==> config.mk <==
export PLATFORM = sky130hd
export DESIGN_NAME = txfd_sequencer
export DESIGN_NICKNAME = d
export VERILOG_FILES = /design/src/txfd_pkg.sv /design/src/txfd_sequencer.sv
export SDC_FILE = /design/constraint.sdc
export NUM_CORES = 1
export LEC_CHECK = 0
export BUFFER_PORTS_ARGS = -buffer_cell sky130_fd_sc_hd__buf_2
export CORE_MARGIN = 2
export CORE_UTILIZATION = 40
export DETAILED_ROUTE_END_ITERATION = 8
export SKIP_CTS_REPAIR_TIMING = 1
export SYNTH_ARGS = -nofsm -noshare
export SYNTH_HDL_FRONTEND = slang
export SYNTH_SLANG_ARGS = --single-unit
==> constraint.sdc <==
create_clock -name mclk -period 5.5 [get_ports mclk]
set_input_delay 0.275 -clock mclk [delete_from_list [all_inputs] [get_ports mclk]]
set_output_delay 0.275 -clock mclk [all_outputs]
set_load 0.05 [all_outputs]
==> src/txfd_pkg.sv <==
package txfd_pkg;

    // ****************************************************************
    // Register map (word index on the plain register port)
    // ****************************************************************
    localparam logic [3:0] ADDR_CTRL1 = 4'h1;
    localparam logic [3:0] ADDR_CTRL4 = 4'h4;
    localparam logic [3:0] ADDR_CTRL5 = 4'h5;
    localparam logic [3:0] ADDR_CTRL6 = 4'h6;
    localparam logic [3:0] ADDR_CTRL7 = 4'h7;
    localparam logic [3:0] ADDR_TXBUF = 4'h8;
    localparam logic [3:0] ADDR_RXBUF = 4'h9;
    localparam logic [3:0] ADDR_STATUS = 4'ha;
    localparam logic [3:0] ADDR_IRQDEL = 4'hb;

    // ****************************************************************
    // Field layout
    // ****************************************************************
    localparam int OPM_LSB = 0;
    localparam int IRQLV_LSB = 3;
    localparam int PATTERN_BIT = 5;
    localparam int TRANSP_BIT = 6;
    localparam int ASK_BIT = 0;
    localparam int THR_LSB = 8;
    localparam int RXCNT_LSB = 8;
    localparam int ST_LOCK_BIT = 15;
    localparam int ST_IRQ_BIT = 14;
    localparam int ST_ACT_BIT = 13;

    localparam logic [2:0] OPM_TX = 3'h1;
    localparam logic [2:0] OPM_FD_MASTER = 3'h5;
    localparam logic [2:0] OPM_FD_SLAVE = 3'h7;
    localparam logic [7:0] CTRL_RESET = 8'h00;

    // ****************************************************************
    // Buffer and bit timing
    // ****************************************************************
    localparam int BUF_DEPTH = 16;
    localparam logic [4:0] BUF_FULL = 5'h10;
    localparam logic [3:0] BIT_LAST = 4'hf;
    localparam logic [3:0] BIT_HALF = 4'h8;
    localparam logic [3:0] BIT_SAMPLE = 4'hc;
    localparam logic [3:0] SNAP_LO = 4'h6;
    localparam logic [3:0] SNAP_HI = 4'ha;
    localparam logic [1:0] SLAVE_SYNC_BYTES = 2'h3;
    localparam logic [1:0] MASTER_ZERO_BYTES = 2'h2;

    // Times in tenths of a data_clock_period, counts in whole periods
    localparam int T_STARTUP_FD_X10 = 7985;
    localparam int T_SIG_SETTLE_X10 = 5460;
    localparam int T_PA_DELAY_X10 = 1680;
    localparam logic [9:0] STARTUP_FD_TICKS = 10'((T_STARTUP_FD_X10 + 9) / 10);
    localparam logic [9:0] SIG_SETTLE_TICKS = 10'((T_SIG_SETTLE_X10 + 9) / 10);
    localparam logic [9:0] PA_DELAY_TICKS = 10'(T_PA_DELAY_X10 / 10);

    // ****************************************************************
    // Sequencer states
    // ****************************************************************
    typedef enum logic [7:0] {
        ST_IDLE = 8'h01,
        ST_START = 8'h02,
        ST_TX = 8'h04,
        ST_SETTLE = 8'h08,
        ST_ARM = 8'h10,
        ST_SEND = 8'h20,
        ST_TAIL = 8'h40,
        ST_DONE = 8'h80
    } txfd_state_e;

endpackage : txfd_pkg

==> src/txfd_sequencer.sv <==
// Our own choices: strobed register access and the address map.
`timescale 1ns/1ns
// Function
// - Mode field 001 selects transmit operation
// - Start-up with PLL on until lock
// - Load in start-up/transmit; auto-send MSB first
// - Threshold from low five command bits
// - Pending counter up on load, down on send
// - Interrupt when counter reaches selected level
// - Config writes while active flush buffer, counter
// - Pattern mode sends raw NRZ bits
// - Transparent mode modulates from input pin
// - ASK/FSK select; Manchester 1 rises, 0 falls
// - Mode 101 master, 111 slave full duplex
// - Full duplex starts in start-up, accepts loads
// - Full duplex PLL locked after 798.5 periods
// - Master sends once locked and threshold met
// - Slave settles 546, checks, then sends
// - Align bit timing during sync pattern
// - Empty buffer: interrupt, amplifier off 168 later
// - Store received XOR transmitted data bits
// - Buffer read shows received byte count
// - Interrupt high on event, low when cleared
module txfd_sequencer (
    input wire logic mclk,
    input wire logic rst,
    input wire logic [3:0] reg_addr,
    input wire logic [15:0] reg_wdata,
    input wire logic reg_we,
    input wire logic reg_re,
    output logic [15:0] reg_rdata,
    input wire logic data_clk,
    input wire logic pll_lock,
    input wire logic rx_data,
    input wire logic serial_in_transparent_tx,
    input wire logic bit_check_ok,
    input wire logic start_bit_seen,
    output logic pll_en,
    output logic pa_en,
    output logic rx_proc_en,
    output logic amplitude_not_freq_sel,
    output logic mod_out,
    output logic irq,
    output logic [7:0] cfg_ctrl5,
    output logic [7:0] cfg_ctrl6,
    output logic [7:0] cfg_ctrl7
);

    // ****************************************************************
    // Input synchronisers and data clock edge detection
    // ****************************************************************
    logic [1:0] dclk_sy;
    logic dclk_d;
    logic [1:0] lock_sy;
    logic [1:0] rx_sy;
    logic rx_d;
    logic [1:0] tp_sy;
    logic [1:0] chk_sy;
    logic [1:0] stb_sy;

    // Two flops on every input but the register port and reset, a third on clock and data for edges
    always_ff @(posedge mclk or posedge rst) begin
        if (rst) begin
            dclk_sy <= 2'h0;
            dclk_d <= 1'b0;
            lock_sy <= 2'h0;
            rx_sy <= 2'h0;
            rx_d <= 1'b0;
            tp_sy <= 2'h0;
            chk_sy <= 2'h0;
            stb_sy <= 2'h0;
        end else begin
            dclk_sy <= {dclk_sy[0], data_clk};
            dclk_d <= dclk_sy[1];
            lock_sy <= {lock_sy[0], pll_lock};
            rx_sy <= {rx_sy[0], rx_data};
            rx_d <= rx_sy[1];
            tp_sy <= {tp_sy[0], serial_in_transparent_tx};
            chk_sy <= {chk_sy[0], bit_check_ok};
            stb_sy <= {stb_sy[0], start_bit_seen};
        end
    end

    wire tick = dclk_sy[1] & ~dclk_d;
    wire locked = lock_sy[1];
    wire rx_bit = rx_sy[1];
    wire rx_edge = rx_sy[1] ^ rx_d;

    // ****************************************************************
    // Control registers and decode
    // ****************************************************************
    logic [7:0] ctrl1;
    logic [7:0] ctrl4;
    logic [4:0] thresh;
    txfd_pkg::txfd_state_e state;
    txfd_pkg::txfd_state_e next_state;

    wire [2:0] opm = ctrl1[txfd_pkg::OPM_LSB +: 3];
    wire [1:0] irq_lv = ctrl1[txfd_pkg::IRQLV_LSB +: 2];
    wire pattern = ctrl1[txfd_pkg::PATTERN_BIT];
    wire transp = ctrl1[txfd_pkg::TRANSP_BIT];
    wire is_tx = (opm == txfd_pkg::OPM_TX);
    wire is_master = (opm == txfd_pkg::OPM_FD_MASTER);
    wire is_slave = (opm == txfd_pkg::OPM_FD_SLAVE);
    wire is_fd = is_master | is_slave;

    wire wr_c1 = reg_we & (reg_addr == txfd_pkg::ADDR_CTRL1);
    wire wr_c4 = reg_we & (reg_addr == txfd_pkg::ADDR_CTRL4);
    wire wr_c5 = reg_we & (reg_addr == txfd_pkg::ADDR_CTRL5);
    wire wr_c6 = reg_we & (reg_addr == txfd_pkg::ADDR_CTRL6);
    wire wr_c7 = reg_we & (reg_addr == txfd_pkg::ADDR_CTRL7);
    wire wr_cfg = wr_c1 | wr_c4 | wr_c5 | wr_c6 | wr_c7;
    wire wr_buf = reg_we & (reg_addr == txfd_pkg::ADDR_TXBUF);
    wire wr_del = reg_we & (reg_addr == txfd_pkg::ADDR_IRQDEL);
    wire rd_rx = reg_re & (reg_addr == txfd_pkg::ADDR_RXBUF);
    wire flush = wr_cfg & (state != txfd_pkg::ST_IDLE);
    wire load_ok = (state == txfd_pkg::ST_START) | (state == txfd_pkg::ST_TX)
        | (state == txfd_pkg::ST_SETTLE) | (state == txfd_pkg::ST_ARM)
        | (state == txfd_pkg::ST_SEND);
    wire [4:0] thr_raw = reg_wdata[txfd_pkg::THR_LSB +: 5];
    wire [4:0] thr_new = (thr_raw > txfd_pkg::BUF_FULL) ? txfd_pkg::BUF_FULL : thr_raw;

    // Software-written configuration
    always_ff @(posedge mclk or posedge rst) begin
        if (rst) begin
            ctrl1 <= txfd_pkg::CTRL_RESET;
            ctrl4 <= txfd_pkg::CTRL_RESET;
            cfg_ctrl5 <= txfd_pkg::CTRL_RESET;
            cfg_ctrl6 <= txfd_pkg::CTRL_RESET;
            cfg_ctrl7 <= txfd_pkg::CTRL_RESET;
            thresh <= 5'h00;
        end else begin
            if (wr_c1) ctrl1 <= reg_wdata[7:0];
            if (wr_c4) ctrl4 <= reg_wdata[7:0];
            if (wr_c5) cfg_ctrl5 <= reg_wdata[7:0];
            if (wr_c6) cfg_ctrl6 <= reg_wdata[7:0];
            if (wr_c7) cfg_ctrl7 <= reg_wdata[7:0];
            if (wr_buf) thresh <= thr_new;
        end
    end

    assign amplitude_not_freq_sel = ctrl4[txfd_pkg::ASK_BIT];

    // ****************************************************************
    // Transmit buffer and pending-byte counter
    // ****************************************************************
    logic [7:0] tx_mem [txfd_pkg::BUF_DEPTH];
    logic [3:0] tx_wp;
    logic [3:0] tx_rp;
    logic [4:0] tx_cnt;
    logic load;

    wire push = wr_buf & load_ok & ~transp & (tx_cnt != txfd_pkg::BUF_FULL);
    wire [4:0] next_tx_cnt = tx_cnt + {4'h0, push} - {4'h0, load};

    // Writes enter at the tail, the shifter takes from the head
    always_ff @(posedge mclk or posedge rst) begin
        if (rst) begin
            tx_wp <= 4'h0;
            tx_rp <= 4'h0;
            tx_cnt <= 5'h00;
        end else if (flush) begin
            tx_wp <= 4'h0;
            tx_rp <= 4'h0;
            tx_cnt <= 5'h00;
        end else begin
            if (push) tx_wp <= tx_wp + 4'h1;
            if (load) tx_rp <= tx_rp + 4'h1;
            tx_cnt <= next_tx_cnt;
        end
    end

    // Buffer storage has no reset
    always_ff @(posedge mclk) begin
        if (push) tx_mem[tx_wp] <= reg_wdata[7:0];
    end

    // ****************************************************************
    // Sequencer
    // ****************************************************************
    logic [9:0] timer;
    logic active;
    logic was_active;

    wire have_n = (tx_cnt >= thresh) & (tx_cnt != 5'h00);
    wire slave_go = chk_sy[1] & stb_sy[1] & have_n;
    wire arm_go = is_master ? have_n : slave_go;
    wire fd_empty = (state == txfd_pkg::ST_SEND) & was_active & ~active;
    wire start_tx = ((state == txfd_pkg::ST_TX) & ~transp & ~active & have_n)
        | ((state == txfd_pkg::ST_ARM) & arm_go);

    // Next state of the mode sequencer
    always_comb begin
        next_state = state;
        case (state)
            txfd_pkg::ST_IDLE: next_state = txfd_pkg::ST_IDLE;
            txfd_pkg::ST_START: begin
                if (is_tx & locked) begin
                    next_state = txfd_pkg::ST_TX;
                end else if (is_fd & locked & (timer >= txfd_pkg::STARTUP_FD_TICKS)) begin
                    next_state = is_slave ? txfd_pkg::ST_SETTLE : txfd_pkg::ST_ARM;
                end
            end
            txfd_pkg::ST_TX: next_state = txfd_pkg::ST_TX;
            txfd_pkg::ST_SETTLE: begin
                if (timer >= txfd_pkg::SIG_SETTLE_TICKS) next_state = txfd_pkg::ST_ARM;
            end
            txfd_pkg::ST_ARM: begin
                if (arm_go) next_state = txfd_pkg::ST_SEND;
            end
            txfd_pkg::ST_SEND: begin
                if (fd_empty) next_state = txfd_pkg::ST_TAIL;
            end
            txfd_pkg::ST_TAIL: begin
                if (timer >= txfd_pkg::PA_DELAY_TICKS) next_state = txfd_pkg::ST_DONE;
            end
            txfd_pkg::ST_DONE: next_state = txfd_pkg::ST_DONE;
            default: next_state = txfd_pkg::ST_IDLE;
        endcase
        if (wr_c1) begin
            next_state = txfd_pkg::ST_IDLE;
            if ((reg_wdata[2:0] == txfd_pkg::OPM_TX) | reg_wdata[2] & reg_wdata[0]) begin
                next_state = txfd_pkg::ST_START;
            end
        end
    end

    // State register and data clock period timer
    always_ff @(posedge mclk or posedge rst) begin
        if (rst) begin
            state <= txfd_pkg::ST_IDLE;
            timer <= 10'h000;
        end else begin
            state <= next_state;
            if (next_state != state) timer <= 10'h000;
            else if (tick & (timer != 10'h3ff)) timer <= timer + 10'h001;
        end
    end

    // Analog enables decoded from state
    assign pll_en = (state != txfd_pkg::ST_IDLE) & (state != txfd_pkg::ST_DONE);
    assign pa_en = (state == txfd_pkg::ST_TX) | (state == txfd_pkg::ST_SEND)
        | (state == txfd_pkg::ST_TAIL)
        | (is_slave & ((state == txfd_pkg::ST_SETTLE) | (state == txfd_pkg::ST_ARM)));
    assign rx_proc_en = (state == txfd_pkg::ST_SEND) | (state == txfd_pkg::ST_TAIL)
        | (is_slave & ((state == txfd_pkg::ST_SETTLE) | (state == txfd_pkg::ST_ARM)));

    // ****************************************************************
    // Bit shifter and framing
    // ****************************************************************
    logic [7:0] shreg;
    logic [2:0] bit_idx;
    logic [3:0] ph;
    logic [1:0] frame_cnt;
    logic in_data;
    logic cur_data;

    wire byte_end = active & tick & (ph == txfd_pkg::BIT_LAST) & (bit_idx == 3'h0);
    wire [7:0] head = tx_mem[tx_rp];
    wire head_is_data = is_master ? (frame_cnt == txfd_pkg::MASTER_ZERO_BYTES)
        : (frame_cnt == txfd_pkg::SLAVE_SYNC_BYTES);
    wire snap = (state == txfd_pkg::ST_SEND) & ~cur_data & rx_edge
        & (ph >= txfd_pkg::SNAP_LO) & (ph <= txfd_pkg::SNAP_HI);
    assign load = start_tx | (byte_end & (tx_cnt != 5'h00) & ~flush);

    // Shift out MSB first, one bit per sixteen data clock periods
    always_ff @(posedge mclk or posedge rst) begin
        if (rst) begin
            shreg <= 8'h00;
            bit_idx <= 3'h0;
            ph <= 4'h0;
            active <= 1'b0;
            was_active <= 1'b0;
        end else begin
            was_active <= active;
            if (flush) begin
                active <= 1'b0;
            end else if (load) begin
                shreg <= head;
                bit_idx <= 3'h7;
                ph <= 4'h0;
                active <= 1'b1;
            end else if (byte_end) begin
                active <= 1'b0;
            end else if (snap) begin
                ph <= txfd_pkg::BIT_HALF;
            end else if (active & tick) begin
                ph <= ph + 4'h1;
                if (ph == txfd_pkg::BIT_LAST) begin
                    shreg <= {shreg[6:0], 1'b0};
                    bit_idx <= bit_idx - 3'h1;
                end
            end
        end
    end

    // Track sync bytes so the data block is known
    always_ff @(posedge mclk or posedge rst) begin
        if (rst) begin
            frame_cnt <= 2'h0;
            in_data <= 1'b0;
            cur_data <= 1'b0;
        end else if (flush | (state == txfd_pkg::ST_START)) begin
            frame_cnt <= 2'h0;
            in_data <= 1'b0;
            cur_data <= 1'b0;
        end else if (load) begin
            cur_data <= in_data | head_is_data;
            if (head_is_data) begin
                in_data <= 1'b1;
            end else if (is_master) begin
                frame_cnt <= (head == 8'h00) ? frame_cnt + 2'h1 : 2'h0;
            end else begin
                frame_cnt <= frame_cnt + 2'h1;
            end
        end
    end

    // ****************************************************************
    // Modulator
    // ****************************************************************
    wire cur_bit = shreg[7];
    wire first_half = (ph < txfd_pkg::BIT_HALF);
    wire manch = first_half ? ~cur_bit : cur_bit;
    wire buf_level = pattern ? cur_bit : manch;
    wire next_mod = ((state == txfd_pkg::ST_TX) & transp) ? tp_sy[1]
        : (active & buf_level);

    // Registered level towards the RF modulator
    always_ff @(posedge mclk or posedge rst) begin
        if (rst) mod_out <= 1'b0;
        else mod_out <= next_mod;
    end

    // ****************************************************************
    // Receive buffer: received XOR transmitted
    // ****************************************************************
    logic [7:0] rx_mem [txfd_pkg::BUF_DEPTH];
    logic [3:0] rx_wp;
    logic [3:0] rx_rp;
    logic [4:0] rx_cnt;
    logic [6:0] rx_sh;
    logic [2:0] rx_bits;

    wire rx_take = (state == txfd_pkg::ST_SEND) & active & cur_data & tick
        & (ph == txfd_pkg::BIT_SAMPLE);
    wire rx_xbit = rx_bit ^ cur_bit;
    wire rx_byte = rx_take & (rx_bits == 3'h7);
    wire rx_over = rx_byte & (rx_cnt == txfd_pkg::BUF_FULL);
    wire pop = rd_rx & (rx_cnt != 5'h00);
    wire [4:0] next_rx_cnt = rx_cnt + {4'h0, rx_byte & ~rx_over} - {4'h0, pop & ~rx_byte};

    // Assemble bytes, overwrite oldest on overflow
    always_ff @(posedge mclk or posedge rst) begin
        if (rst) begin
            rx_wp <= 4'h0;
            rx_rp <= 4'h0;
            rx_cnt <= 5'h00;
            rx_sh <= 7'h00;
            rx_bits <= 3'h0;
        end else if (flush | (state == txfd_pkg::ST_START)) begin
            rx_wp <= 4'h0;
            rx_rp <= 4'h0;
            rx_cnt <= 5'h00;
            rx_bits <= 3'h0;
        end else begin
            if (rx_take) begin
                rx_sh <= {rx_sh[5:0], rx_xbit};
                rx_bits <= rx_bits + 3'h1;
            end
            if (rx_byte) rx_wp <= rx_wp + 4'h1;
            if (rx_over | (pop & ~rx_byte)) rx_rp <= rx_rp + 4'h1;
            rx_cnt <= rx_byte & pop ? rx_cnt : next_rx_cnt;
        end
    end

    // Receive storage has no reset
    always_ff @(posedge mclk) begin
        if (rx_byte) rx_mem[rx_wp] <= {rx_sh, rx_xbit};
    end

    // ****************************************************************
    // Interrupt
    // ****************************************************************
    function automatic logic [4:0] irq_target(input logic [1:0] sel);
        case (sel)
            2'h0: irq_target = 5'h01;
            2'h1: irq_target = 5'h02;
            2'h2: irq_target = 5'h04;
            default: irq_target = 5'h0c;
        endcase
    endfunction : irq_target

    wire reach = push & ~load & (next_tx_cnt == irq_target(irq_lv));
    wire irq_set = reach | fd_empty;
    wire irq_clr = wr_buf | wr_cfg | wr_del | rd_rx;

    // Set wins over a clear in the same cycle
    always_ff @(posedge mclk or posedge rst) begin
        if (rst) irq <= 1'b0;
        else irq <= irq_set | (irq & ~irq_clr);
    end

    // ****************************************************************
    // Register read port
    // ****************************************************************
    wire [15:0] rd_status = {locked, irq, active, 8'h00, tx_cnt};
    wire [15:0] rd_rxbuf = {3'h0, rx_cnt, rx_mem[rx_rp]};
    wire [15:0] rd_mux = (reg_addr == txfd_pkg::ADDR_STATUS) ? rd_status
        : (reg_addr == txfd_pkg::ADDR_RXBUF) ? rd_rxbuf
        : (reg_addr == txfd_pkg::ADDR_CTRL1) ? {8'h00, ctrl1}
        : (reg_addr == txfd_pkg::ADDR_CTRL4) ? {8'h00, ctrl4}
        : 16'h0000;

    // Read data valid the cycle after the strobe
    always_ff @(posedge mclk or posedge rst) begin
        if (rst) reg_rdata <= 16'h0000;
        else if (reg_re) reg_rdata <= rd_mux;
        else reg_rdata <= 16'h0000;
    end

endmodule : txfd_sequencer

Word-level counts from Yosys, hierarchy flattened
Memories as Yosys holds them, arrays and structs flattened.
Index checks and enable logic that the tools add are counted.
- flip-flop bits (word level): 152
- latch bits: 0
- RAM bits: 256
- memory bits (read-only): 0
- input port bits: 30
- output and inout bits: 46
- memories: 2
- $add $sub $neg: 13
- $mul: 0
- divide/modulo/power cells: 0
- magnitude comparators: 8
- equality and inequality tests: 38
- shifts and indexed selects: 0
- mux-type cells: 68
- bitwise operators: 92
- reductions and logical operators: 22
- memories (memory ; depth ; width ; read ports ; clocked after Yosys merged registers in ; write ports ; RTL line ; text):
    rx_mem ; 16 ; 8 ; 1 ; 0 ; 1 ; txfd_sequencer.sv:338 ; logic [7:0] rx_mem [txfd_pkg::BUF_DEPTH];
    tx_mem ; 16 ; 8 ; 1 ; 0 ; 1 ; txfd_sequencer.sv:147 ; logic [7:0] tx_mem [txfd_pkg::BUF_DEPTH];
- operators with widths (operator ; number):
    8-bit two-way mux ; 14
    8-bit one-hot mux with 7 select lines ; 1
    1-bit AND ; 53
    4-bit two-way mux ; 12
    16-bit two-way mux ; 2
    1-bit OR ; 26
    5-bit two-way mux ; 5
    4-bit equality test, second input constant ; 6
    3-bit two-way mux ; 7
    4-bit by 1-bit adder with 4-bit output, second input constant ; 5
    10-bit greater-or-equal comparator, second input constant ; 2
    10-bit two-way mux ; 2
    2-bit nonzero test ; 10
    1-bit two-way mux ; 17
    4-bit by 3-bit equality test with 1-bit output, second input constant ; 4
    13-bit two-way mux ; 1
    2-bit two-way mux ; 6
    4-bit one-hot mux with 3 select lines ; 1
    1-bit inverter ; 11
    10-bit by 1-bit adder with 10-bit output, second input constant ; 1
    5-bit by 1-bit adder with 5-bit output ; 2
    10-bit by 8-bit greater-or-equal comparator with 1-bit output, second input constant ; 1
    10-bit != test, second input constant ; 1
    5-bit nonzero test ; 2
    other kinds (37) ; 49

Depth between registers and ports, before layout
Gate-level depths: netlist of the first run.
- depth after elaboration: 15
- mapped depth: 18

Worst setup path after synthesis of the first run
OpenSTA, ideal clock, no wires.
- kind: reg2reg
- from: register tx_cnt[0]
- to: register irq
- setup time: 83 ps
- arrival: 3608 ps
- required time: 5417 ps
- slack: 1809 ps
- stages on the path, launching flop included: 19
- buffers on the path: 1
- cell sequence: dfrtp_1 -> inv_1 -> ha_1 -> nand2b_1 -> a2111oi_0 -> o21bai_1 -> a22oi_2 -> nor2_8 -> buf_4 -> ha_1 -> inv_1 -> ha_1 -> fa_1 -> nand2_1 -> nor2_1 -> a21oi_1 -> nor3b_1 -> o211ai_1 -> o21ai_0
- word-level cells in the longest chain between the ends: 12
- ends and longest elaborated chain (element ; RTL line ; text):
    start: declaration ; txfd_sequencer.sv:150 ; logic [4:0] tx_cnt;
    start signal: assignment ; txfd_sequencer.sv:169 ; tx_cnt <= next_tx_cnt;
    5-bit greater-or-equal comparator / 5-bit nonzero test (equally long branches) ; txfd_sequencer.sv:185, txfd_sequencer.sv:264 ;
    1-bit AND ; txfd_sequencer.sv:185 ; wire have_n = (tx_cnt >= thresh) & (tx_cnt != 5'h00);
    1-bit AND ; txfd_sequencer.sv:186 ; wire slave_go = chk_sy[1] & stb_sy[1] & have_n;
    1-bit two-way mux ; txfd_sequencer.sv:187 ; wire arm_go = is_master ? have_n : slave_go;
    1-bit AND ; txfd_sequencer.sv:190 ; | ((state == txfd_pkg::ST_ARM) & arm_go);
    1-bit OR ; txfd_sequencer.sv:190 ;
    1-bit OR ; txfd_sequencer.sv:264 ; assign load = start_tx | (byte_end & (tx_cnt != 5'h00) & ~flush);
    5-bit by 1-bit subtractor with 5-bit output / 1-bit inverter (equally long branches) ; txfd_sequencer.sv:154, txfd_sequencer.sv:394 ;
    5-bit equality test / 1-bit AND (equally long branches) ; txfd_sequencer.sv:394 ; wire reach = push & ~load & (next_tx_cnt == irq_target(irq_lv));
    1-bit AND * ; txfd_sequencer.sv:394 ;
    1-bit OR * ; txfd_sequencer.sv:395 ; wire irq_set = reach | fd_empty;
    1-bit OR * ; txfd_sequencer.sv:401 ; else irq <= irq_set | (irq & ~irq_clr);
    end signal: assignment ; txfd_sequencer.sv:401 ;
    end: declaration ; txfd_sequencer.sv:43 ; output logic irq,
Every way passes the cells marked *; elsewhere a longest branch is shown, timed or not.
A chain may end at the register's enable or synchronous reset.

Worst setup path in the final report of the first run
Ends and elaborated chain as after synthesis.

==> results of run 1 <==
-- stage by stage --
step / instance area, um2 / hold WS [ns] / worst slack [ns] / total power (uW)
after global placement: 18900 / 0.334 / 1.42 / 4700
after floorplan: 17800 / 0.306 / 1.13 / 4420
final: 20400 / 0.00107 / 1.34 / 7650
after detailed placement: 18900 / 0.338 / 1.42 / 4730
after global routing: 20400 / 0.00756 / 0.941 / 7990
after CTS: 20300 / -0.224 / 1.38 / 7740
-- power breakdown --
group,leakage [uW],total (uW),switching [uW],internal [uW]
clock network,0.000714,2990,1180,1800
registers,0.00403,3620,204,3420
logic,0.00260,1040,598,439
total,0.00735,7650,1990,5660
-- critical path: cells and delay by family (launching register included) --
| family | cells | cell delay, ns |
|---|---|---|
| AO/OA/AOI/OAI | 6 | 1.52 |
| adder cells (fa/ha/maj) | 4 | 1.33 |
| AND/OR/NAND/NOR | 5 | 0.64 |
| flip-flops | 1 | 0.43 |
| buffers and inverters | 2 | 0.13 |
-- cell usage after synthesis, drive strengths merged, types with 5 or more instances --
cell | number | area, um2
a211oi | 9 | 82.6
a21o | 5 | 37.5
a21oi | 27 | 139
a22o | 8 | 70.1
a22oi | 21 | 163
a31oi | 5 | 31.3
and2 | 29 | 181
and3 | 17 | 111
and4 | 6 | 52.6
buf | 22 | 118
clkbuf | 32 | 120
dfrtp | 151 | 3780
edfxtp | 256 | 7690
ha | 36 | 450
inv | 44 | 168
mux2 | 50 | 563
mux2i | 11 | 110
mux4 | 66 | 1490
nand2 | 86 | 325
nand2b | 13 | 81.3
nand3 | 22 | 120
nand4 | 6 | 37.5
nor2 | 77 | 305
nor2b | 15 | 93.8
nor3 | 13 | 70.1
nor3b | 5 | 42.5
nor4 | 14 | 133
o211ai | 6 | 45.0
o21ai | 32 | 160
o21bai | 5 | 37.5
xnor2 | 22 | 193
xor2 | 18 | 158
-- area by class of cell --
cell class,instances,area (um2),area share
sequential,408,11500,0.563
multi-input combinational,688,5960,0.291
clock buffer,68,1280,0.0629
tap,592,741,0.0363
timing repair buffer,100,591,0.0289
clock inverter,16,190,0.00931
inverter,44,173,0.00845
antenna,1,2.50,0.000122
-- state kept, by name, indices dropped and copies added, names as in the netlist, 5 cells and up --
| register | cells |
|---|---|
| rx_mem | 128 |
| tx_mem | 128 |
| reg_rdata | 16 |
| timer | 10 |
| cfg_ctrl5 | 8 |
| cfg_ctrl6 | 8 |
| cfg_ctrl7 | 8 |
| ctrl1 | 8 |
| ctrl4 | 8 |
| shreg | 8 |
| state | 8 |
| rx_sh | 7 |
| rx_cnt | 5 |
| thresh | 5 |
| tx_cnt | 5 |
-- metal layers --
layer	global-route usage	up-vias	share of wire
met2	0.298	194	0.51
li1	-	4711	-
met5	0	-	0
met3	0.0296	54	0.042
met4	0.0464	0	0.019
met1	0.235	5163	0.43
-- logic make-up after synthesis --
| family | synth area share |
|---|---|
| simple gates | 0.101 |
| flops | 0.645 |
| compound gates | 0.0632 |
| mux | 0.121 |
| fa+ha+maj | 0.0275 |
| xor+xnor | 0.0197 |
| buf+inv | 0.0227 |
-- worst min-delay path by stage --
stage                             start        end  slack, ns  depth (start not counted)
final                      reg_wdata[8]  thresh[0]      0.001                          3
after global routing      reg_wdata[12]  thresh[4]      0.008                          2
after CTS                  bit_check_ok  chk_sy[0]      -0.22                          1
after detailed placement      stb_sy[0]  stb_sy[1]       0.34                          0
after global placement        chk_sy[0]  chk_sy[1]       0.33                          0
after floorplan            bit_check_ok  chk_sy[0]       0.31                          0
==> impl_metrics.toml, run 1 <==
[routing]
wl_um = 39900
detail_route.wl_per_cell_um = 20.8
drt_iter0_drc = 657
num_vias = 10100
avgViaCountPerCell = 5.28
drc = 0
firstDrtPassIters = 5
final_antenna_net_count = 0

[die]
dieArea_um2 = 46300
start_util = 0.404
die_y_um = 215
io_pins = 76
die_x_um = 215
num_rows = 77
coreArea_um2 = 44100

[grt]
grt_usage = 0.176
grt_pass1_wl_um = 62200
grt_pass1_vias = 10300
antenna_found_initial = 0
grt_max_degree = 68
gr-total-overflow = 0

[sta]
max_freq_mhz = 240
rsz0062_at_grt = "false"
slew_headroom = 0.320
period_needed_ns = 4.16
min_period_over_period = 0.756
worstMarginPinSlew_ns = 1.01
finClkSkew_ns = 0.0195
setup_viol = 0
fin_tns_setup_ns = 0
slew_violations = 0
hold_viol = 0

[flow_run]
cap_viol_max_count = 0

[power_and_ir_drop]
p_leak_uw = 0.00735
irDropWorstVdd_uv = 390
powerDensity_nw_per_um2 = 374

[finish]
layout-drive-gt1-share = 0.232
fin_cells = 1917
nFillCells = 3952
final_cell_mix = "edfxtp_1 (256), dfrtp_1 (149), nand2_1 (85), nor2_1 (76), buf_2 (72)"
finalNetCount = 1355
final_common_cell = "edfxtp_1"
syn2layout_area_growth_pct = 14.6
fin_util = 0.463

[place]
dp_cells = 1824
gp_congestion = 0.859
dp_hpwl_um = 26700
portBuffers = 72

[worst_setup_path]
required_ns = 5.97
rrSetupSlack_ns = 1.34
critPathMaxFanout = 18
cp-start-kind = "flip-flop"
max_stage_delay_ns = 0.55
cp-startpoint = "tx_cnt[0]"
crit_type = "reg2reg"
path_cells = "inv_1 > ha_1 > nand2b_1 > a2111oi_0 > o21bai_1 > a22oi_2 > nor2_8 > ha_1 > inv_1 > ha_1 > fa_1 > nand2_1 > nor2_1 > a21oi_1 > nor3b_1 > o211ai_1 > o21ai_0"
crit_slowest_cell = "fa_1"
reg2reg_depth = 17
r2r-start = "tx_cnt[0]"
worstPathArrival_ns = 4.63
crit_end = "irq"
end_kind = "flip-flop"
crit_top_cell = "ha_1"
rr_endpoint = "irq"

[cts]
cts_buffers = 45
cts_max_level = 2
cts_tree = "built"
clk_latency_ns = 0.56
clock_path_buffers = 3
clkSinkCount = 408
clk_pin_slew_worst_paths_ns = 0.06
root_buffer = "clkbuf_16"

[synth]
yosysWarningCount = 0
ys_seq_area_frac = 0.645
synth-main-ff-cell = "edfxtp_1"
synth_nets = 1262
synthCells = 1194
ys_types = 87
synth_edf_count = 256
synthesis.area_um2 = 17800
synthArstFlopShare = 0.373
synth-seq-cells = 408
avgSynthCellArea_um2 = 14.9

[min_path]
hold_path_class = "in2reg"

[outcome]
status = "complete, no violations"
Power figures use the tool's default switching activity.
==> run 2: changes to the inputs <==
--- a/config.mk
+++ b/config.mk
@@ -5,6 +5,7 @@
 export SDC_FILE = /design/constraint.sdc
 export NUM_CORES = 1
 export LEC_CHECK = 0
+export ABC_AREA = 1
 export BUFFER_PORTS_ARGS = -buffer_cell sky130_fd_sc_hd__buf_2
 export CORE_MARGIN = 2
 export CORE_UTILIZATION = 40
==> constraint.sdc (replaced) <==
create_clock -name mclk -period 4.02 [get_ports mclk]
set_input_delay 0.201 -clock mclk [delete_from_list [all_inputs] [get_ports mclk]]
set_output_delay 0.201 -clock mclk [all_outputs]
set_load 0.05 [all_outputs]
==> run 2 against run 1 <==
Net effect: routed wire length up 9.1%; clock power grew 31%; highest routed layer unchanged; utilization up 0.070 points; largest cell class unchanged; largest power group unchanged; clock skew up 0.0026 ns; worst hold slack improved by 0.033 ns; sequential share of layout area down 0.33 points; critical endpoint unchanged; non-clock buffer count is 10 higher; design area up 0.59%; critical path depth up 1.
==> impl_metrics.toml, run 2 <==
[cts]
cts_buffers = 44
cts_max_level = 2
clkSinkCount = 408
clk_pin_slew_worst_paths_ns = 0.06
clk_latency_ns = 0.59
cts_tree = "built"
root_buffer = "clkbuf_16"
clock_path_buffers = 3

[synth]
synth_common_cells = "nor2_1 (322), edfxtp_1 (256), nand2_1 (240)"
synthesis.area_um2 = 18000
ys_seq_area_frac = 0.639
synth-seq-cells = 408
synthAdderAreaFrac = 0.0273
synth_top_family_by_area = "simple AND/OR/NAND/NOR gates"
synthArstFlopShare = 0.373
synth-main-ff-cell = "edfxtp_1"
synth_compound_area_frac = 0.100
post-synth-top-area-cell = "edfxtp_1"
synthXorXnorAreaFrac = 0.00974
synth_edf_count = 256
post-synth-top-count-cell = "nor2_1"
synthMuxAreaShare = 0.00438
avgSynthCellArea_um2 = 10.4
synthSimpleGateAreaFrac = 0.173
synth_largest_type_area_fraction = 0.428
synth_nets = 1801
yosysWarningCount = 0
ys_types = 50
synthCells = 1733
synth_area_leaders = "edfxtp_1 (43%), dfrtp_1 (21%), nor2_1 (6.7%)"

[sta]
slew_headroom = 0.383
rsz0062_at_grt = "false"
worstMarginPinSlew_ns = 0.922
finClkSkew_ns = 0.0222
layout_setup_ws_ns = 0.563
min_period_over_period = 0.860
setup_viol = 0
fin_tns_setup_ns = 0
period_needed_ns = 3.46
hold_viol = 0
max_freq_mhz = 289
slew_violations = 0

[outcome]
status = "complete, no violations"

[routing]
firstDrtPassIters = 5
detail_route.wl_per_cell_um = 17.7
drc = 0
avgViaCountPerCell = 5.11
final_antenna_net_count = 0
num_vias = 12500
wl_um = 43500
drt_iter0_drc = 850

[power_and_ir_drop]
clock_power_share = 0.351
p_leak_uw = 0.00828
combinationalPowerShare = 0.207
irDropWorstVdd_uv = 334
p_sw_frac = 0.315
intPower_uw = 7650
seq_power_share = 0.442
powerDensity_nw_per_um2 = 543
power_switching_uw = 3510

[place]
pre_cts_ws_ns = 0.595
portBuffers = 72
gp_congestion = 0.871
dp_hpwl_um = 28500
dp_cells = 2357

[finish]
layout-drive-gt1-share = 0.115
syn2layout_area_growth_pct = 14.3
antennaDiodeCount = 0
top_regs = "rx_mem: 128 flops, tx_mem: 128 flops, reg_rdata: 16 flops"
fin_cells = 2452
nFillCells = 4129
final_cell_mix = "nor2_1 (322), edfxtp_1 (256), nand2_1 (240), o21ai_0 (185), dfrtp_1 (149)"
finalNetCount = 1894
final_common_cell = "nor2_1"

[grt]
gr-total-overflow = 0
grt_pass1_wl_um = 68700
grt_pass1_vias = 12300
grt_max_degree = 76
grt_usage = 0.190
antenna_found_initial = 0

[worst_setup_path]
critPathMaxFanout = 10
worstPathArrival_ns = 3.95
required_ns = 4.51
cp-start-kind = "flip-flop"
crit_type = "reg2reg"
end_kind = "flip-flop"
rrSetupSlack_ns = 0.56

[min_path]
hold_path_class = "in2reg"

[die]
num_rows = 77
coreArea_um2 = 44300
dieArea_um2 = 46700
start_util = 0.406
die_x_um = 216
io_pins = 76
die_y_um = 216

[flow_run]
cap_viol_max_count = 0
-- run 2: cell types whose count changed in the layout (fill, tap and decap cells not counted), sizes merged, moves of 66 or more --
cell,delta
mux4,-66
nand2,+170
nand3,+85
o21ai,+168
inv,+98
nor2,+255
-- run 2: worst paths after layout --
| path | depth (start not counted) | to | from |
|---|---|---|---|
| max in group asynchronous | 4 | tx_rp[0] | rst |
| min in group asynchronous | 3 | rx_sy[1] | rst |
| worst max register to register | 18 | irq | tx_cnt[4] |
| worst min register to register | 0 | chk_sy[1] | chk_sy[0] |
| worst min-delay path | 1 | tx_mem[14][6] | reg_wdata[6] |
| worst max-delay path | 18 | irq | tx_cnt[4] |
-- run 2: layer usage --
| metal | routed length [um] | global-route usage | part of all wire | up-vias |
|---|---|---|---|---|
| li1 | - | - | - | 6124 |
| met1 | 19700 | 0.260 | 0.45 | 6060 |
| met2 | 20700 | 0.311 | 0.48 | 272 |
| met3 | 2020 | 0.0293 | 0.046 | 66 |
| met4 | 1100 | 0.0614 | 0.025 | 0 |
| met5 | 0 | 0 | 0 | - |
-- run 2: critical path, stage by stage (launching register included) --
cell,delay (ns)
dfrtp_1,0.41
ha_1,0.30
a21oi_1,0.17
nand3_1,0.14
nand3_1,0.16
nor2_1,0.07
inv_1,0.11
nand3_4,0.16
ha_1,0.33
inv_1,0.05
ha_1,0.20
fa_1,0.41
xnor2_1,0.29
o2111ai_1,0.15
o41ai_1,0.08
nand2_1,0.10
nor2_1,0.09
nand3_1,0.07
o211ai_1,0.08
-- run 2: per-stage QoR --
stage / hold WS [ns] / util / cell area (um2) / total power, uW
2_1_floorplan: 0.232 / - / 18000 / 6640
3_3_place_gp: 0.309 / 0.429 / 19000 / 7270
3_5_place_dp: 0.311 / 0.429 / 19000 / 7320
4_1_cts: -0.302 / 0.460 / 20400 / 11300
5_1_grt: 0.0371 / 0.464 / 20600 / 11800
6_report: 0.0340 / 0.464 / 20600 / 11200
-- run 2: kinds of logic (layout without fill, tap and decap cells) --
family          Yosys count  count (layout)
simple gates            728             728
flops                   408             408
compound gates          322             322
buf+inv                 210             337
fa+ha+maj                38              38
xor+xnor                 20              20
mux                       7               7
-- run 2: power groups by stage --
| stage | clock, uW | combinational [uW] | sequential, uW |
|---|---|---|---|
| 6_report | 3910 | 2310 | 4940 |
| 5_1_grt | 4180 | 2610 | 4970 |
| 4_1_cts | 4010 | 2320 | 4930 |
| 3_5_place_dp | 0 | 2310 | 5010 |
| 3_3_place_gp | 0 | 2270 | 5010 |
| 2_1_floorplan | 0 | 1470 | 5170 |
-- run 2: layout make-up --
type / count / area, um2 / area share
Sequential cell: 408 / 11500 / 0.559
Multi-Input combinational cell: 1115 / 5660 / 0.275
Clock buffer: 58 / 1200 / 0.0586
Tap cell: 592 / 741 / 0.0360
Timing Repair Buffer: 110 / 708 / 0.0345
Inverter: 147 / 558 / 0.0272
Clock inverter: 22 / 188 / 0.00913
==> run 3: changes to the inputs <==
--- a/config.mk
+++ b/config.mk
@@ -8,8 +8,9 @@
 export ABC_AREA = 1
 export BUFFER_PORTS_ARGS = -buffer_cell sky130_fd_sc_hd__buf_2
 export CORE_MARGIN = 2
-export CORE_UTILIZATION = 40
+export CORE_UTILIZATION = 62
 export DETAILED_ROUTE_END_ITERATION = 8
+export PLACE_DENSITY = 0.8
 export SKIP_CTS_REPAIR_TIMING = 1
 export SYNTH_ARGS = -nofsm -noshare
 export SYNTH_HDL_FRONTEND = slang
==> run 3 against run 2 <==
Net effect: worst setup slack lost 0.091 ns; flip-flop and latch count is the same; first-iteration DRC count grew 71%; routed wire length shrank 5.5%; critical path depth grew 3; register-to-register slack lost 0.09 ns; die area shrank 35%; critical endpoint unchanged; non-clock buffer count shrank 11.
==> impl_metrics.toml, run 3 (synthesis results as in run 2) <==
[sta]
fin_hold_ws_ns = 0.0124
slew_violations = 0
slew_headroom = 0.374
rsz0062_at_grt = "false"
min_period_over_period = 0.882
hold_viol = 0
setup_viol = 0
worstMarginPinSlew_ns = 0.935
period_needed_ns = 3.55
finClkSkew_ns = 0.0173
max_freq_mhz = 282
fin_tns_setup_ns = 0

[finish]
seqCellArea_um2 = 11500
multi_input_area_um2 = 5660
antennaDiodeCount = 0
top_regs = "rx_mem: 128 flops, tx_mem: 128 flops, reg_rdata: 16 flops"
finalInstanceArea_um2 = 20100
nFillCells = 2046
final_cell_mix = "nor2_1 (322), edfxtp_1 (256), nand2_1 (240), o21ai_0 (185), dfrtp_1 (149)"
syn2layout_area_growth_pct = 11.8
final_common_cell = "nor2_1"
layout-drive-gt1-share = 0.111
finalNetCount = 1879

[worst_setup_path]
cp-start-kind = "flip-flop"
crit_type = "reg2reg"
end_kind = "flip-flop"
critPathMaxFanout = 10
worstPathArrival_ns = 3.98
required_ns = 4.46

[routing]
detail_route.wl_per_cell_um = 18.5
final_antenna_net_count = 0
drt_iter0_drc = 1451
num_vias = 12900
wl_um = 41100
drc = 0
firstDrtPassIters = 6
avgViaCountPerCell = 5.81

[grt]
antenna_found_initial = 0
grt_usage = 0.272
grt_max_degree = 153
gr-total-overflow = 0
grt_pass1_wl_um = 65100
grt_pass1_vias = 12600

[die]
die_x_um = 174
die_y_um = 174
dieArea_um2 = 30400
io_pins = 76
coreArea_um2 = 28600
start_util = 0.628
num_rows = 62

[place]
portBuffers = 72
dp_hpwl_um = 26800
postPlaceCellArea_um2 = 18700
gp_congestion = 0.911

[cts]
cts_buffers = 40
clk_pin_slew_worst_paths_ns = 0.06
clkSinkCount = 408
clk_latency_ns = 0.53
cts_tree = "built"
clock_path_buffers = 3
root_buffer = "clkbuf_16"
cts_max_level = 2

[outcome]
status = "complete, no violations"

[min_path]
hold_path_class = "in2reg"

[power_and_ir_drop]
powerDensity_nw_per_um2 = 545
p_leak_uw = 0.00819
irDropWorstVdd_uv = 447

[flow_run]
cap_viol_max_count = 0
-- run 3: metal layers --
layer,GRT usage,wire length [um],vias up
li1,-,-,6090
met1,0.358,16400,6212
met2,0.455,20100,536
met3,0.0553,3300,93
met4,0.0935,1320,0
met5,0,0,-
-- run 3: per-stage QoR --
stage	utilization	total power [uW]	worst slack, ns	cells
detailed placement	0.653	7320	0.591	2142
global route	0.702	11400	0.170	2226
CTS	0.698	10900	0.522	2215
floorplan	-	6640	0.978	1733
global placement	0.653	7210	0.668	2142
finish	0.702	10900	0.472	2226
-- run 3: report_power, final --
part	internal [uW]	switching, uW	total [uW]
clock network	2100	1550	3650
logic	702	1670	2370
registers	4690	231	4930
total	7500	3450	10900
-- run 3: layout make-up --
cell class                 count  share of cell area
tap                          384              0.0239
clock inverter                23             0.00890
sequential                   408               0.572
multi-input combinational   1115               0.282
clock buffer                  50              0.0553
timing repair buffer          99              0.0306
inverter                     147              0.0278
-- run 3: path summary, 6_finish.rpt --
kind,from,endpoint,slack (ns),depth (start not counted)
worst max-delay path,tx_cnt[4],irq,0.47,21
min in group asynchronous,rst,rx_sy[1],0.48,4
worst min register to register,dclk_sy[0],dclk_sy[1],0.33,0
worst min-delay path,reg_wdata[12],thresh[1],0.01,4
worst max register to register,tx_cnt[4],irq,0.47,21
max in group asynchronous,rst,tx_rp[0],2.95,4
-- run 3: worst max-delay path, stage by stage, from the launching register on --
cell,delay [ns]
dfrtp_1,0.42
ha_1,0.31
nand2_1,0.09
inv_1,0.04
nand2_1,0.06
nand3_1,0.12
nand3_1,0.16
nor2_1,0.08
inv_1,0.11
nand3_4,0.16
ha_1,0.33
inv_1,0.04
ha_1,0.19
fa_1,0.53
inv_1,0.08
a21oi_1,0.14
o2111ai_1,0.11
o41ai_1,0.10
nand2_1,0.11
nor2_1,0.10
nand3_1,0.07
o211ai_1,0.09
